**src/rtl/adc_serial_map.svh**
```systemverilog
/*
 * Offsets, field positions, reset values and counts of the serial and power
 * control of the two-channel converter. Assumes a 32-bit APB slave with a
 * 12-bit byte address.
 */
// Notes on behaviour
// - Select fall: hold, sample, convert, drive output
// - First zero on select fall, then per edge
// - Track after 13 falls; release on 16th
// - Capture serial input on each clock fall
// - Third input bit picks next channel only
// - Input shifts in while result shifts out
// - Output bits change on clock falling edges
// - 12-bit: zeros, channel, channel, twelve result bits
// - 10-bit: zeros, channel, channel, ten bits, zeros
// - Rise after tenth fall: abort, stay powered
// - Rise between second and tenth: power down
// - Rise before second fall: stay normal
// - Power-down switches analog circuitry off
// - Select fall starts power-up; continue past tenth
// - Early rise during power-up: back down
// - Fully powered after 16 clocks of dummy
// - Power-up frame returns to track at fifth
`ifndef ADC_SERIAL_MAP_SVH
`define ADC_SERIAL_MAP_SVH

// ----------------------------------------------------------------------------
// Register map
// ----------------------------------------------------------------------------
`define REG_CTRL_OFS 12'h000
`define REG_STATUS_OFS 12'h004
`define CTRL_RES10_BIT 0
`define CTRL_RESET 1'b0

// ----------------------------------------------------------------------------
// Frame counts, in serial clock falling edges
// ----------------------------------------------------------------------------
`define CNT_PD_LOW 5'h02
`define CNT_PD_HIGH 5'h0A
`define CNT_CHAN_BIT 5'h03
`define CNT_PU_TRACK 5'h05
`define CNT_TRACK_ARM 5'h0D
`define CNT_FRAME_END 5'h10
`define BIT_CHAN_A 4'h2
`define BIT_CHAN_B 4'h3
`define BIT_DATA_FIRST 4'h4
`define BIT_DATA10_LAST 4'hD
`define IDX12_TOP 4'hF
`define IDX10_TOP 4'hD

`endif

```
**src/rtl/adc_serial_pkg.sv**
```systemverilog
/*
 * Types shared by the serial and power control: frame and mode states and the
 * bundle of pins coming from the host.
 * Assumes nothing of its surroundings.
 */
package adc_serial_pkg;

    typedef enum logic [1:0] {
        frame_idle,
        frame_active,
        frame_done
    } frame_state_t;

    typedef enum logic [1:0] {
        mode_normal,
        mode_down,
        mode_powering
    } power_mode_t;

    typedef struct packed {
        logic cs_n;
        logic sclk;
        logic din;
    } host_pins_t;

endpackage

```
**src/rtl/adc_serial_ctrl.sv**
```systemverilog
/*
 * Serial interface and power-mode control of a two-channel SAR converter.
 * Host pins are asynchronous and are sampled by the 20 MHz clock; the serial
 * clock must stay below a quarter of that rate. The analog core supplies the
 * result bits as the approximation resolves them. Software reaches a control
 * and a status register over APB.
 */
// The implementer's own choices: the address map and the APB slave port.
`timescale 1ns/10ps
`include "adc_serial_map.svh"
module adc_serial_ctrl
    import adc_serial_pkg::*;
(
    input wire logic clock,
    input wire logic rst_n,
    input wire logic cs_n,
    input wire logic sclk,
    input wire logic din,
    output logic dout_q,
    output logic dout_oe_q,
    input wire logic [11:0] result_in,
    output logic track_hold_q,
    output logic analog_power_q,
    output logic channel_select_bit_q,
    input wire logic psel,
    input wire logic penable,
    input wire logic pwrite,
    input wire logic [11:0] paddr,
    input wire logic [31:0] pwdata,
    output logic [31:0] prdata_q,
    output logic pready_q,
    output logic pslverr_q
);

    // ------------------------------------------------------------------------
    // Pin sampling and edge detection
    // ------------------------------------------------------------------------
    host_pins_t pins_s;
    host_pins_t pins_prev_q;
    logic cs_fall;
    logic cs_rise;
    logic sclk_fall;
    logic sclk_rise;

    sync_two_flop #(.WIDTH(3)) u_sync (
        .clock(clock),
        .rst_n(rst_n),
        .async_in({cs_n, sclk, din}),
        .sync_out(pins_s)
    );

    always_ff @(posedge clock or negedge rst_n) begin
        if (!rst_n) begin
            pins_prev_q <= '{cs_n: 1'b1, sclk: 1'b1, din: 1'b1};
        end else begin
            pins_prev_q <= pins_s;
        end
    end

    assign cs_fall = pins_prev_q.cs_n & ~pins_s.cs_n;
    assign cs_rise = ~pins_prev_q.cs_n & pins_s.cs_n;
    assign sclk_fall = pins_prev_q.sclk & ~pins_s.sclk;
    assign sclk_rise = ~pins_prev_q.sclk & pins_s.sclk;

    // ------------------------------------------------------------------------
    // Frame and power control
    // ------------------------------------------------------------------------
    frame_state_t frame_q, frame_d;
    power_mode_t mode_q, mode_d;
    logic [4:0] cnt_q, cnt_d;
    logic [4:0] cnt_next;
    logic dout_d;
    logic dout_oe_d;
    logic track_hold_d;
    logic analog_power_d;
    logic channel_select_bit_d;
    logic conv_chan_q, conv_chan_d;
    logic track_arm_q, track_arm_d;
    logic aborted_q, aborted_d;
    logic [15:0] din_word_q, din_word_d;
    logic res10_q, res10_d;

    // Output bit for a position of the frame, 0 being the bit driven at select fall
    function automatic logic frame_bit(input logic [3:0] idx, input logic ten, input logic chan,
                                       input logic [11:0] res);
        logic b;
        b = 1'b0;
        if (idx == `BIT_CHAN_A || idx == `BIT_CHAN_B) begin
            b = chan;
        end else if (idx >= `BIT_DATA_FIRST) begin
            if (!ten) begin
                b = res[`IDX12_TOP - idx];
            end else if (idx <= `BIT_DATA10_LAST) begin
                b = res[`IDX10_TOP - idx];
            end
        end
        return b;
    endfunction

    assign cnt_next = cnt_q + 5'h01;

    always_comb begin
        frame_d = frame_q;
        mode_d = mode_q;
        cnt_d = cnt_q;
        dout_d = dout_q;
        dout_oe_d = dout_oe_q;
        track_hold_d = track_hold_q;
        analog_power_d = analog_power_q;
        channel_select_bit_d = channel_select_bit_q;
        conv_chan_d = conv_chan_q;
        track_arm_d = track_arm_q;
        aborted_d = aborted_q;
        din_word_d = din_word_q;
        if (cs_fall) begin
            // A select fall always opens a new frame, even mid-frame
            frame_d = frame_active;
            cnt_d = 5'h00;
            dout_oe_d = 1'b1;
            dout_d = 1'b0;
            track_hold_d = 1'b1;
            conv_chan_d = channel_select_bit_q;
            track_arm_d = 1'b0;
            aborted_d = 1'b0;
            if (mode_q == mode_down) begin
                mode_d = mode_powering;
                analog_power_d = 1'b1;
            end
        end else if (cs_rise) begin
            frame_d = frame_idle;
            dout_oe_d = 1'b0;
            track_arm_d = 1'b0;
            if (frame_q == frame_active) begin
                aborted_d = 1'b1;
                // Mode decided from the fall count at select rise
                if (mode_q == mode_powering) begin
                    if (cnt_q < `CNT_PD_HIGH) begin
                        mode_d = mode_down;
                        analog_power_d = 1'b0;
                        track_hold_d = 1'b1;
                    end else begin
                        mode_d = mode_normal;
                        track_hold_d = 1'b0;
                    end
                end else if (cnt_q >= `CNT_PD_LOW && cnt_q < `CNT_PD_HIGH) begin
                    mode_d = mode_down;
                    analog_power_d = 1'b0;
                    track_hold_d = 1'b1;
                end else begin
                    // Too early to power down (glitch guard) or late abort
                    track_hold_d = 1'b0;
                end
            end
        end else if (sclk_fall && frame_q == frame_active) begin
            cnt_d = cnt_next;
            din_word_d = {din_word_q[14:0], pins_s.din};
            if (cnt_next == `CNT_CHAN_BIT) begin
                channel_select_bit_d = pins_s.din;
            end
            if (mode_q == mode_powering && cnt_next == `CNT_PU_TRACK) begin
                track_hold_d = 1'b0;
            end
            if (cnt_next == `CNT_TRACK_ARM) begin
                track_arm_d = 1'b1;
            end
            if (cnt_next == `CNT_FRAME_END) begin
                frame_d = frame_done;
                dout_oe_d = 1'b0;
                if (mode_q == mode_powering) begin
                    mode_d = mode_normal;
                    track_hold_d = 1'b0;
                end
            end else begin
                dout_d = frame_bit(cnt_next[3:0], res10_q, conv_chan_q, result_in);
            end
        end else if (sclk_rise && track_arm_q) begin
            track_arm_d = 1'b0;
            track_hold_d = 1'b0;
        end
    end

    always_ff @(posedge clock or negedge rst_n) begin
        if (!rst_n) begin
            frame_q <= frame_idle;
            mode_q <= mode_normal;
            cnt_q <= 5'h00;
            dout_q <= 1'b0;
            dout_oe_q <= 1'b0;
            track_hold_q <= 1'b0;
            analog_power_q <= 1'b1;
            channel_select_bit_q <= 1'b0;
            conv_chan_q <= 1'b0;
            track_arm_q <= 1'b0;
            aborted_q <= 1'b0;
            din_word_q <= 16'h0000;
        end else begin
            frame_q <= frame_d;
            mode_q <= mode_d;
            cnt_q <= cnt_d;
            dout_q <= dout_d;
            dout_oe_q <= dout_oe_d;
            track_hold_q <= track_hold_d;
            analog_power_q <= analog_power_d;
            channel_select_bit_q <= channel_select_bit_d;
            conv_chan_q <= conv_chan_d;
            track_arm_q <= track_arm_d;
            aborted_q <= aborted_d;
            din_word_q <= din_word_d;
        end
    end

    // ------------------------------------------------------------------------
    // APB slave
    // ------------------------------------------------------------------------
    // Zero-wait answer: data is fetched in the setup cycle so pready can come
    // from a flop; status is therefore one cycle old when it reaches the host.
    logic [31:0] prdata_d;
    logic pready_d;
    logic pslverr_d;
    logic addr_ok;

    assign addr_ok = (paddr == `REG_CTRL_OFS) || (paddr == `REG_STATUS_OFS);

    always_comb begin
        res10_d = res10_q;
        prdata_d = 32'h0000_0000;
        pready_d = psel & ~penable;
        pslverr_d = psel & ~penable & ~addr_ok;
        if (psel && !penable && !pwrite) begin
            if (paddr == `REG_CTRL_OFS) begin
                prdata_d = {31'h0000_0000, res10_q};
            end else if (paddr == `REG_STATUS_OFS) begin
                prdata_d = {din_word_q, 3'h0, cnt_q, 2'h0, aborted_q, conv_chan_q,
                            channel_select_bit_q, frame_q == frame_active, mode_q};
            end
        end
        if (psel && penable && pready_q && pwrite && paddr == `REG_CTRL_OFS) begin
            res10_d = pwdata[`CTRL_RES10_BIT];
        end
    end

    always_ff @(posedge clock or negedge rst_n) begin
        if (!rst_n) begin
            res10_q <= `CTRL_RESET;
            prdata_q <= 32'h0000_0000;
            pready_q <= 1'b0;
            pslverr_q <= 1'b0;
        end else begin
            res10_q <= res10_d;
            prdata_q <= prdata_d;
            pready_q <= pready_d;
            pslverr_q <= pslverr_d;
        end
    end

    logic quiet_edge;
    assign quiet_edge = sclk_fall && frame_q == frame_active && !cs_fall && !cs_rise;
endmodule

```
**src/rtl/sync_two_flop.sv**
```systemverilog
/*
 * Two-flop synchroniser, one chain per bit.
 * Assumes the inputs are asynchronous to clock; only the second stage is read.
 */
`timescale 1ns/10ps
module sync_two_flop #(
    parameter int WIDTH = 3
) (
    input wire logic clock,
    input wire logic rst_n,
    input wire logic [WIDTH-1:0] async_in,
    output logic [WIDTH-1:0] sync_out
);

    logic [WIDTH-1:0] meta_q;
    logic [WIDTH-1:0] stable_q;

    genvar i;
    generate
        for (i = 0; i < WIDTH; i++) begin : g_bit
            always_ff @(posedge clock or negedge rst_n) begin
                if (!rst_n) begin
                    meta_q[i] <= 1'b1;
                    stable_q[i] <= 1'b1;
                end else begin
                    meta_q[i] <= async_in[i];
                    stable_q[i] <= meta_q[i];
                end
            end
        end
    endgenerate

    assign sync_out = stable_q;

endmodule

```
**config.mk**
```make
export PLATFORM = sky130hd
export DESIGN_NAME = adc_serial_ctrl
export DESIGN_NICKNAME = d
export VERILOG_FILES = /design/src/rtl/adc_serial_pkg.sv /design/src/rtl/adc_serial_ctrl.sv /design/src/rtl/sync_two_flop.sv
export VERILOG_INCLUDE_DIRS = /design/src /design/src/rtl
export SDC_FILE = /design/constraint.sdc
export NUM_CORES = 1
export LEC_CHECK = 0
export ABC_AREA = 1
export BUFFER_PORTS_ARGS = -buffer_cell sky130_fd_sc_hd__buf_2
export CELL_PAD_IN_SITES_DETAIL_PLACEMENT = 1
export CELL_PAD_IN_SITES_GLOBAL_PLACEMENT = 1
export CORE_ASPECT_RATIO = 1.75
export CORE_UTILIZATION = 30
export CTS_CLUSTER_DIAMETER = 150
export DETAILED_ROUTE_END_ITERATION = 12
export PLACE_DENSITY_LB_ADDON = 0.05
export SLEW_MARGIN = 0
export SYNTH_ARGS = -nofsm -noshare
export SYNTH_HDL_FRONTEND = slang
export SYNTH_HIERARCHICAL = 1
export SYNTH_SLANG_ARGS = --single-unit
```
**constraint.sdc**
```tcl
create_clock -name clock -period 4.7 [get_ports clock]
set_input_delay 0.94 -clock clock [delete_from_list [all_inputs] [get_ports clock]]
set_output_delay 0.94 -clock clock [all_outputs]
set_load 0.01 [all_outputs]
```
==> results of run 1 <==
## cells by family (layout without fill, tap and decap cells)
kind of cell	after synthesis	count (layout)	synth area share
xor+xnor	2	2	0.0109
compound gates	44	44	0.0730
other cells	1	5	0.00113
simple gates	170	170	0.263
flops	70	70	0.530
fa+ha+maj	8	8	0.0301
buf+inv	67	137	0.0918
## sequential cells by signal (all words and copies together), names as in the netlist, 2 cells and up
register and count:
prdata_q 27, din_word_q 16, cnt_q 5, u_sync/meta_q 3
u_sync/sync_out 3, frame_q 2, mode_q 2, pins_prev_q 2
## cells in the final DEF (no fill, tap or decap), drive strengths merged
cell type and instances:
nand3 31, nor4 1, nor2 49, clkinv 2, a21oi 9, clkbuf 14
a211oi 1, conb 5, inv 54, dfrtp 61, nand2 82, buf 67
dfstp 9, o31ai 1, o21bai 1, o22ai 4, ha 8, nand4 5
nor3 2, o211ai 1, xor2 2, a22o 1, o21ai 26
## power groups by stage
stage	Sequential [mW]	Combinational (mW)	Clock, mW
finish	0.666	0.186	0.604
global route	0.671	0.218	0.654
CTS	0.667	0.193	0.630
detailed placement	0.676	0.192	0
global placement	0.675	0.191	0
floorplan	0.672	0.129	0
## layout make-up
| cell class | instances | area, um^2 |
|---|---|---|
| clock buffers | 14 | 254 |
| clock inverters | 2 | 10.0 |
| fillers | 1308 | 6750 |
| inverters | 54 | 208 |
| multi-input cells | 229 | 1270 |
| flip-flops and latches | 70 | 1760 |
| well taps | 130 | 163 |
| repair buffers | 67 | 338 |
## metrics by stage
step	hold slack (ns)	setup slack [ns]	instance area, um^2
3_5_place_dp	0.347	2.16	3740
6_report	0.359	2.20	4010
3_3_place_gp	0.346	2.16	3740
2_1_floorplan	0.345	2.74	3340
4_1_cts	0.357	2.14	4010
5_1_grt	0.360	1.94	4010
## worst max path at each step
stage | end | slack [ns] | cells past startpoint
floorplan | dout_q$_DFFE_PN0P_ | 2.74 | 14
global placement | channel_select_bit_q$_DFFE_PN0P_ | 2.16 | 7
detailed placement | prdata_q[2]$_DFF_PN0_ | 2.16 | 6
CTS | channel_select_bit_q$_DFFE_PN0P_ | 2.14 | 7
global route | channel_select_bit_q$_DFFE_PN0P_ | 1.94 | 7
finish | channel_select_bit_q$_DFFE_PN0P_ | 2.20 | 7
## worst register-to-register path, stage by stage (launching register included)
cell and delay (ns):
dfstp_2 0.54, inv_1 0.05, ha_1 0.36, inv_1 0.13
nor2_2 0.89, nand4_1 0.25, nand2_1 0.10, o21ai_0 0.07
## routing by layer
metal	global-route usage	up-vias	routed length, um
li1	-	1264	-
met1	0.154	1274	2880
met2	0.276	54	4290
met3	0.0277	10	239
met4	0.0637	0	144
met5	0	-	0
==> impl_metrics.json, run 1 <==
{
  "place_congestion": 0.815,
  "rows": 50,
  "dieArea_um2": 11500,
  "grt_start_max_net_pins": 43,
  "finalSetupViolCount": 0,
  "r2r_setup_slack_ns": 2.20,
  "diodes": 0,
  "die_h_um": 141,
  "sw_frac_of_total": 0.261,
  "max_stage_delay_ns": 0.89,
  "cts_buffers": 9,
  "cts_resized": 0,
  "p_sw_uw": 381,
  "grt_pass1_vias": 2726,
  "min_from": "u_sync/meta_q[0]$_DFF_PN1_",
  "detail-route-antenna-nets": 0,
  "syn-instance-count": 362,
  "clkPwrFrac": 0.415,
  "synth_top_area_share": 0.459,
  "first_pass_iters": 4,
  "synth_area_leaders": "dfrtp_1 46%, nand2_1 8.6%, dfstp_2 7.1%",
  "drive_above_1_share": 0.312,
  "hold_end": "u_sync/sync_out[0]$_DFF_PN1_",
  "hold_viol_final": 0,
  "cp_num_buf_inv": 2,
  "leakagePower_nw": 2.05,
  "vias_per_cell": 4.60,
  "tns_ns": 0,
  "clk_pin_slew_ns": 0.05,
  "syn_avg_cell_area_um2": 9.19,
  "ys.flop_type": "dfrtp_1",
  "place_hpwl_mm": 5.73,
  "crit_chain": "inv_1, ha_1, inv_1, nor2_2, nand4_1, nand2_1, o21ai_0",
  "worstHoldPathCells": 0,
  "crit_family": "simple AND/OR/NAND/NOR gates",
  "synth_most_common_cell": "nand2_1",
  "synth-seq-cells": 70,
  "worst_slew_pin_slew_ns": 1.13,
  "clkSinkCount": 70,
  "combPwrFrac": 0.128,
  "cts_tree": "done",
  "min_period_ns": 2.50,
  "cts_hold_buf": 0,
  "r2r-start": "u_sync/sync_out[2]$_DFF_PN1_",
  "grt-ovfl-total": 0,
  "antenna_found_initial": 0,
  "final_net_count": 503,
  "max_freq_mhz": 400,
  "vias": 2602,
  "synth-edff-count": 0,
  "power.share.sequential": 0.457,
  "critPathLaunchType": "flip-flop",
  "status": "completed",
  "synth_cell_types": 37,
  "max_cap_violations": 0,
  "slew_viol_final": 0,
  "wirelength_mm": 7.55,
  "seq_area_frac_synth": 0.530,
  "num_io_pins": 103,
  "ir_drop_uv": 172,
  "relSlewSlack": 0.247,
  "syn_area_um2": 3330,
  "holdCritPathClass": "reg2reg",
  "drcViolationCount": 0,
  "reg2reg_to": "channel_select_bit_q$_DFFE_PN0P_",
  "crit_type": "reg2reg",
  "async_flop_share": 1.00,
  "ys_warn_count": 6,
  "wl_per_cell_um": 13.3,
  "fin_cells": 566,
  "r2r_cells": 7,
  "skew_ns": 0.00523,
  "crit_top_cell": "inv_1",
  "critPathRequiredTime_ns": 4.91,
  "post-route-util": 0.372,
  "clkLatencyLatePin_ns": 0.32,
  "powerDensity_nw_per_um2": 363,
  "crit_start": "u_sync/sync_out[2]$_DFF_PN1_",
  "clockBufferDepth": 2,
  "syn2layout_area_growth_pct": 20.5,
  "place_inst": 550,
  "synth_area_leader_cell": "dfrtp_1",
  "fp.coreArea_um2": 10800,
  "grt_pass1_wl_mm": 12.9,
  "finalPower_mw": 1.46,
  "h-tree-depth": 3,
  "arrival_ns": 2.71,
  "portBuffers": 66,
  "cts_root_buffer": "clkbuf_16",
  "rsz0062_at_grt": "false",
  "cts_setup_buffers": 0,
  "start_util": 0.309,
  "crit_fanout": 34,
  "crit_path_end_kind": "flip-flop",
  "die_w_um": 81.6,
  "synth.top_cells.by_count": "76 x nand2_1, 61 x dfrtp_1, 47 x inv_1, 29 x nand3_1, 22 x nor2_1",
  "crit_slowest_cell": "nor2_2",
  "dr.first_iter.drc_count": 65,
  "track_usage": 0.148,
  "fin_crit_sh": 0.532,
  "p_int_mw": 1.08
}
Power figures use the tool's default switching activity.
==> run 2: changes to the inputs <==
Clock period 4.7 ns to 2.26 ns, I/O delays scaled along.
==> impl_metrics.json, run 2 (synthesized netlist as in run 1, its figures left out) <==
{
  "hold_viol_final": 0,
  "vias_per_cell": 4.56,
  "powerDensity_nw_per_um2": 748,
  "clk_pin_slew_ns": 0.05,
  "place_congestion": 0.767,
  "rows": 50,
  "drcViolationCount": 0,
  "antenna_found_initial": 0,
  "grt_pass1_wl_mm": 13.2,
  "dr.first_iter.drc_count": 71,
  "final_common_cell": "nand2_1",
  "diodes": 0,
  "clockBufferDepth": 2,
  "critPathRequiredTime_ns": 2.48,
  "setup_ws_ns": 0.264,
  "track_usage": 0.153,
  "crit_type": "reg2reg",
  "grt-ovfl-total": 0,
  "critPathLaunchType": "flip-flop",
  "rsz0062_at_grt": "false",
  "place_hpwl_mm": 5.91,
  "clkLatencyLatePin_ns": 0.33,
  "top_regs": "prdata_q x27, din_word_q x16, cnt_q x5",
  "first_pass_iters": 4,
  "largest_reg_flops": 27,
  "syn2layout_area_growth_pct": 23.3,
  "wl_per_cell_um": 13.3,
  "worst_slew_pin_slew_ns": 0.573,
  "skew_ns": 0.00554,
  "grt_start_max_net_pins": 33,
  "grt_pass1_vias": 2814,
  "crit_fanout": 8,
  "ir_drop_uv": 423,
  "fin_crit_sh": 0.883,
  "drive_above_1_share": 0.326,
  "clkSinkCount": 70,
  "relSlewSlack": 0.618,
  "final_net_count": 512,
  "vias": 2622,
  "crit_path_end_kind": "flip-flop",
  "cts_buffers": 9,
  "tns_ns": 0,
  "cts_hold_buf": 0,
  "die_w_um": 81.6,
  "num_io_pins": 103,
  "die_h_um": 141,
  "start_util": 0.309,
  "arrival_ns": 2.21,
  "max_freq_mhz": 501,
  "status": "completed",
  "n_fill_cell": 1295,
  "finalSetupViolCount": 0,
  "max_cap_violations": 0,
  "cts_tree": "done",
  "slew_viol_final": 0,
  "wirelength_mm": 7.64,
  "cts_resized": 0,
  "portBuffers": 66,
  "cts_setup_buffers": 0,
  "mostFrequentLayoutCells": "76 x nand2_1, 66 x buf_2, 61 x dfrtp_1, 47 x inv_1, 29 x nand3_1",
  "h-tree-depth": 3,
  "whs_ns": 0.116,
  "fp.coreArea_um2": 10800,
  "pre_cts_slack_ns": 0.237,
  "dieArea_um2": 11500,
  "cts_root_buffer": "clkbuf_16",
  "leakagePower_nw": 2.10,
  "min_period_ns": 2.00,
  "largest_register": "prdata_q",
  "detail-route-antenna-nets": 0,
  "holdCritPathClass": "in2async"
}
[run 2: cell type report]
type                            instances  area, um^2  area share
Inverter                               54         208      0.0507
Clock inverter                          2        10.0     0.00244
Timing Repair Buffer                   76         430       0.105
Multi-Input combinational cell        229        1270       0.310
Sequential cell                        70        1760       0.430
Tap cell                              130         163      0.0397
Clock buffer                           14         254      0.0619
[run 2: layer usage]
metal	up-vias	global-route usage	wire, um
li1	1278	-	-
met1	1278	0.164	2860
met2	55	0.279	4370
met3	11	0.0283	240
met4	0	0.0693	170
met5	-	0	0
[run 2: metrics by stage]
stage          utilization  total power [mW]  area [um^2]  instances
2_1_floorplan            -              1.67         3340        366
3_3_place_gp         0.357              1.82         3840        559
3_5_place_dp         0.357              1.83         3840        559
4_1_cts              0.381              3.12         4100        575
5_1_grt              0.381              3.25         4100        575
6_report             0.381              3.07         4100        575
[run 2: path summary, 6_finish.rpt]
kind | startpoint | end | slack, ns | depth (start not counted)
max in group asynchronous | rst_n | u_sync/sync_out[2]$_DFF_PN1_ | 1.43 | 2
min reg2reg | u_sync/meta_q[0]$_DFF_PN1_ | u_sync/sync_out[0]$_DFF_PN1_ | 0.36 | 0
max reg2reg | cnt_q[0]$_DFFE_PN0P_ | dout_q$_DFFE_PN0P_ | 0.26 | 12
min in group clock | din | u_sync/meta_q[0]$_DFF_PN1_ | 0.22 | 1
max | cnt_q[0]$_DFFE_PN0P_ | dout_q$_DFFE_PN0P_ | 0.26 | 12
min | rst_n | prdata_q[29]$_DFF_PN0_ | 0.12 | 1
[run 2: worst max-delay path, stage by stage, from the launching register on]
cell and delay, ns:
dfrtp_1 0.50, inv_2 0.08, ha_1 0.46, inv_2 0.06, ha_1 0.18, a21oi_1 0.14, nand3_1 0.08, nand2_1 0.07
inv_1 0.04, nand3_1 0.08, nand3_1 0.07, nand2_1 0.07, nand2_1 0.05
[run 2: power breakdown]
group / leakage (nW) / internal [mW] / switching (mW)
Clock: 0.131 / 0.770 / 0.504
Sequential: 0.931 / 1.33 / 0.0458
Combinational: 1.04 / 0.149 / 0.264
Total: 2.10 / 2.25 / 0.814
==> run 3: changes to the inputs <==
Settings changed: PLACE_DENSITY_LB_ADDON 0.05 to 0.12.
==> impl_metrics.json, run 3 (synthesized netlist as in run 1, its figures left out) <==
{
  "status": "completed",
  "start_util": 0.309,
  "r2r_setup_slack_ns": 0.23,
  "placed_area_um2": 3820,
  "crit_chain": "ha_1, nor2_1, nor2_4, ha_1, a21oi_1, nand3_1, nand2_1, inv_1, nand3_1, nand3_1, nand2_1, nand2_1",
  "fin_crit_sh": 0.897,
  "skew_ns": 0.00322,
  "crit_slowest_cell": "dfrtp_1",
  "vias": 2593,
  "cts_buffers": 9,
  "fp.coreArea_um2": 10800,
  "worstSetupEndpoint": "dout_q$_DFFE_PN0P_",
  "power.share.sequential": 0.411,
  "crit_path_end_kind": "flip-flop",
  "largest_register": "prdata_q",
  "cts_tree": "done",
  "cp_num_buf_inv": 1,
  "track_usage": 0.145,
  "grt-ovfl-total": 0,
  "cp.depth": 12,
  "drcViolationCount": 0,
  "die_w_um": 81.6,
  "place_hpwl_mm": 5.74,
  "r2r_cells": 12,
  "die_h_um": 141,
  "powerDensity_nw_per_um2": 810,
  "hold_viol_final": 0,
  "p_sw_uw": 822,
  "largest_reg_flops": 27,
  "min_period_ns": 2.03,
  "final_net_count": 511,
  "cts_resized": 0,
  "leakagePower_nw": 2.12,
  "critPathLaunchType": "flip-flop",
  "vias_per_cell": 4.52,
  "dieArea_um2": 11500,
  "arrival_ns": 2.25,
  "tns_ns": 0,
  "clk_pin_slew_ns": 0.05,
  "crit_fanout": 7,
  "max_stage_delay_ns": 0.48,
  "clockBufferDepth": 2,
  "cts_hold_buf": 0,
  "rsz0062_at_grt": "false",
  "critPathRequiredTime_ns": 2.48,
  "top_regs": "prdata_q x27, din_word_q x16, cnt_q x5",
  "sw_frac_of_total": 0.244,
  "final_common_cell": "nand2_1",
  "num_io_pins": 103,
  "whs_ns": 0.128,
  "grt_pass1_vias": 2756,
  "mostFrequentLayoutCells": "76 x nand2_1, 66 x buf_2, 61 x dfrtp_1, 47 x inv_1, 29 x nand3_1",
  "first_pass_iters": 3,
  "crit_family": "simple AND/OR/NAND/NOR gates",
  "antenna_found_initial": 0,
  "p_int_mw": 2.54,
  "reg2reg_to": "dout_q$_DFFE_PN0P_",
  "cts_setup_buffers": 0,
  "diodes": 0,
  "grt_pass1_wl_mm": 12.6,
  "max_cap_violations": 0,
  "wl_per_cell_um": 13.0,
  "finalSetupViolCount": 0,
  "detail-route-antenna-nets": 0,
  "clkSinkCount": 70,
  "syn2layout_area_growth_pct": 24.8,
  "r2r-start": "cnt_q[0]$_DFFE_PN0P_",
  "dr.first_iter.drc_count": 65,
  "clkLatencyLatePin_ns": 0.33,
  "wirelength_mm": 7.47,
  "max_freq_mhz": 493,
  "grt_start_max_net_pins": 71,
  "holdCritPathClass": "in2async",
  "crit_start": "cnt_q[0]$_DFFE_PN0P_",
  "n_fill_cell": 1322,
  "pre_cts_slack_ns": 0.178,
  "combPwrFrac": 0.123,
  "drive_above_1_share": 0.331,
  "place_congestion": 0.768,
  "place_inst": 558,
  "slew_viol_final": 0,
  "cts_root_buffer": "clkbuf_16",
  "rows": 50,
  "clkPwrFrac": 0.465,
  "portBuffers": 66,
  "fin_cells": 574,
  "ir_drop_uv": 353,
  "crit_type": "reg2reg",
  "fin_area_um2": 4150,
  "setup_ws_ns": 0.232,
  "h-tree-depth": 3
}
run 3: worst min-delay path by stage:
stage,start,endpoint
global route,rst_n,prdata_q[28]$_DFF_PN0_
finish,rst_n,prdata_q[28]$_DFF_PN0_
floorplan,rst_n,aborted_q$_DFFE_PN0P_
global placement,u_sync/meta_q[2]$_DFF_PN1_,u_sync/sync_out[2]$_DFF_PN1_
detailed placement,u_sync/meta_q[2]$_DFF_PN1_,u_sync/sync_out[2]$_DFF_PN1_
CTS,rst_n,prdata_q[1]$_DFF_PN0_
run 3: worst reg2reg max path, stage by stage (launching register included):
cell	delay, ns
dfrtp_1	0.48
ha_1	0.30
nor2_1	0.19
nor2_4	0.09
ha_1	0.20
a21oi_1	0.19
nand3_1	0.12
nand2_1	0.07
inv_1	0.04
nand3_1	0.07
nand3_1	0.07
nand2_1	0.06
nand2_1	0.05
run 3: metrics by stage:
| step | total power, mW | util |
|---|---|---|
| 2_1_floorplan | 1.67 | - |
| 3_3_place_gp | 1.82 | 0.355 |
| 3_5_place_dp | 1.83 | 0.355 |
| 4_1_cts | 3.43 | 0.386 |
| 5_1_grt | 3.51 | 0.386 |
| 6_report | 3.36 | 0.386 |
run 3: layer usage:
metal | up-vias | GRT usage | wire length [um]
li1 | 1276 | - | -
met1 | 1251 | 0.152 | 2780
met2 | 51 | 0.263 | 4280
met3 | 15 | 0.0315 | 219
met4 | 0 | 0.0702 | 193
met5 | - | 0 | 0
run 3: power by group through the flow:
stage                     Sequential, mW  Combinational (mW)  Clock (mW)
final                               1.38               0.415        1.56
after global routing                1.39               0.476        1.65
after CTS                           1.39               0.429        1.61
after global placement              1.40               0.418           0
after floorplan                     1.40               0.269           0
after detailed placement            1.41               0.426           0
run 3: cell type report:
type | count | area (um^2) | share of cell area
clock inverters | 3 | 65.1 | 0.0157
flip-flops and latches | 70 | 1760 | 0.425
clock buffers | 13 | 270 | 0.0651
well taps | 130 | 163 | 0.0392
inverters | 54 | 208 | 0.0500
repair buffers | 75 | 410 | 0.0989
multi-input cells | 229 | 1270 | 0.307
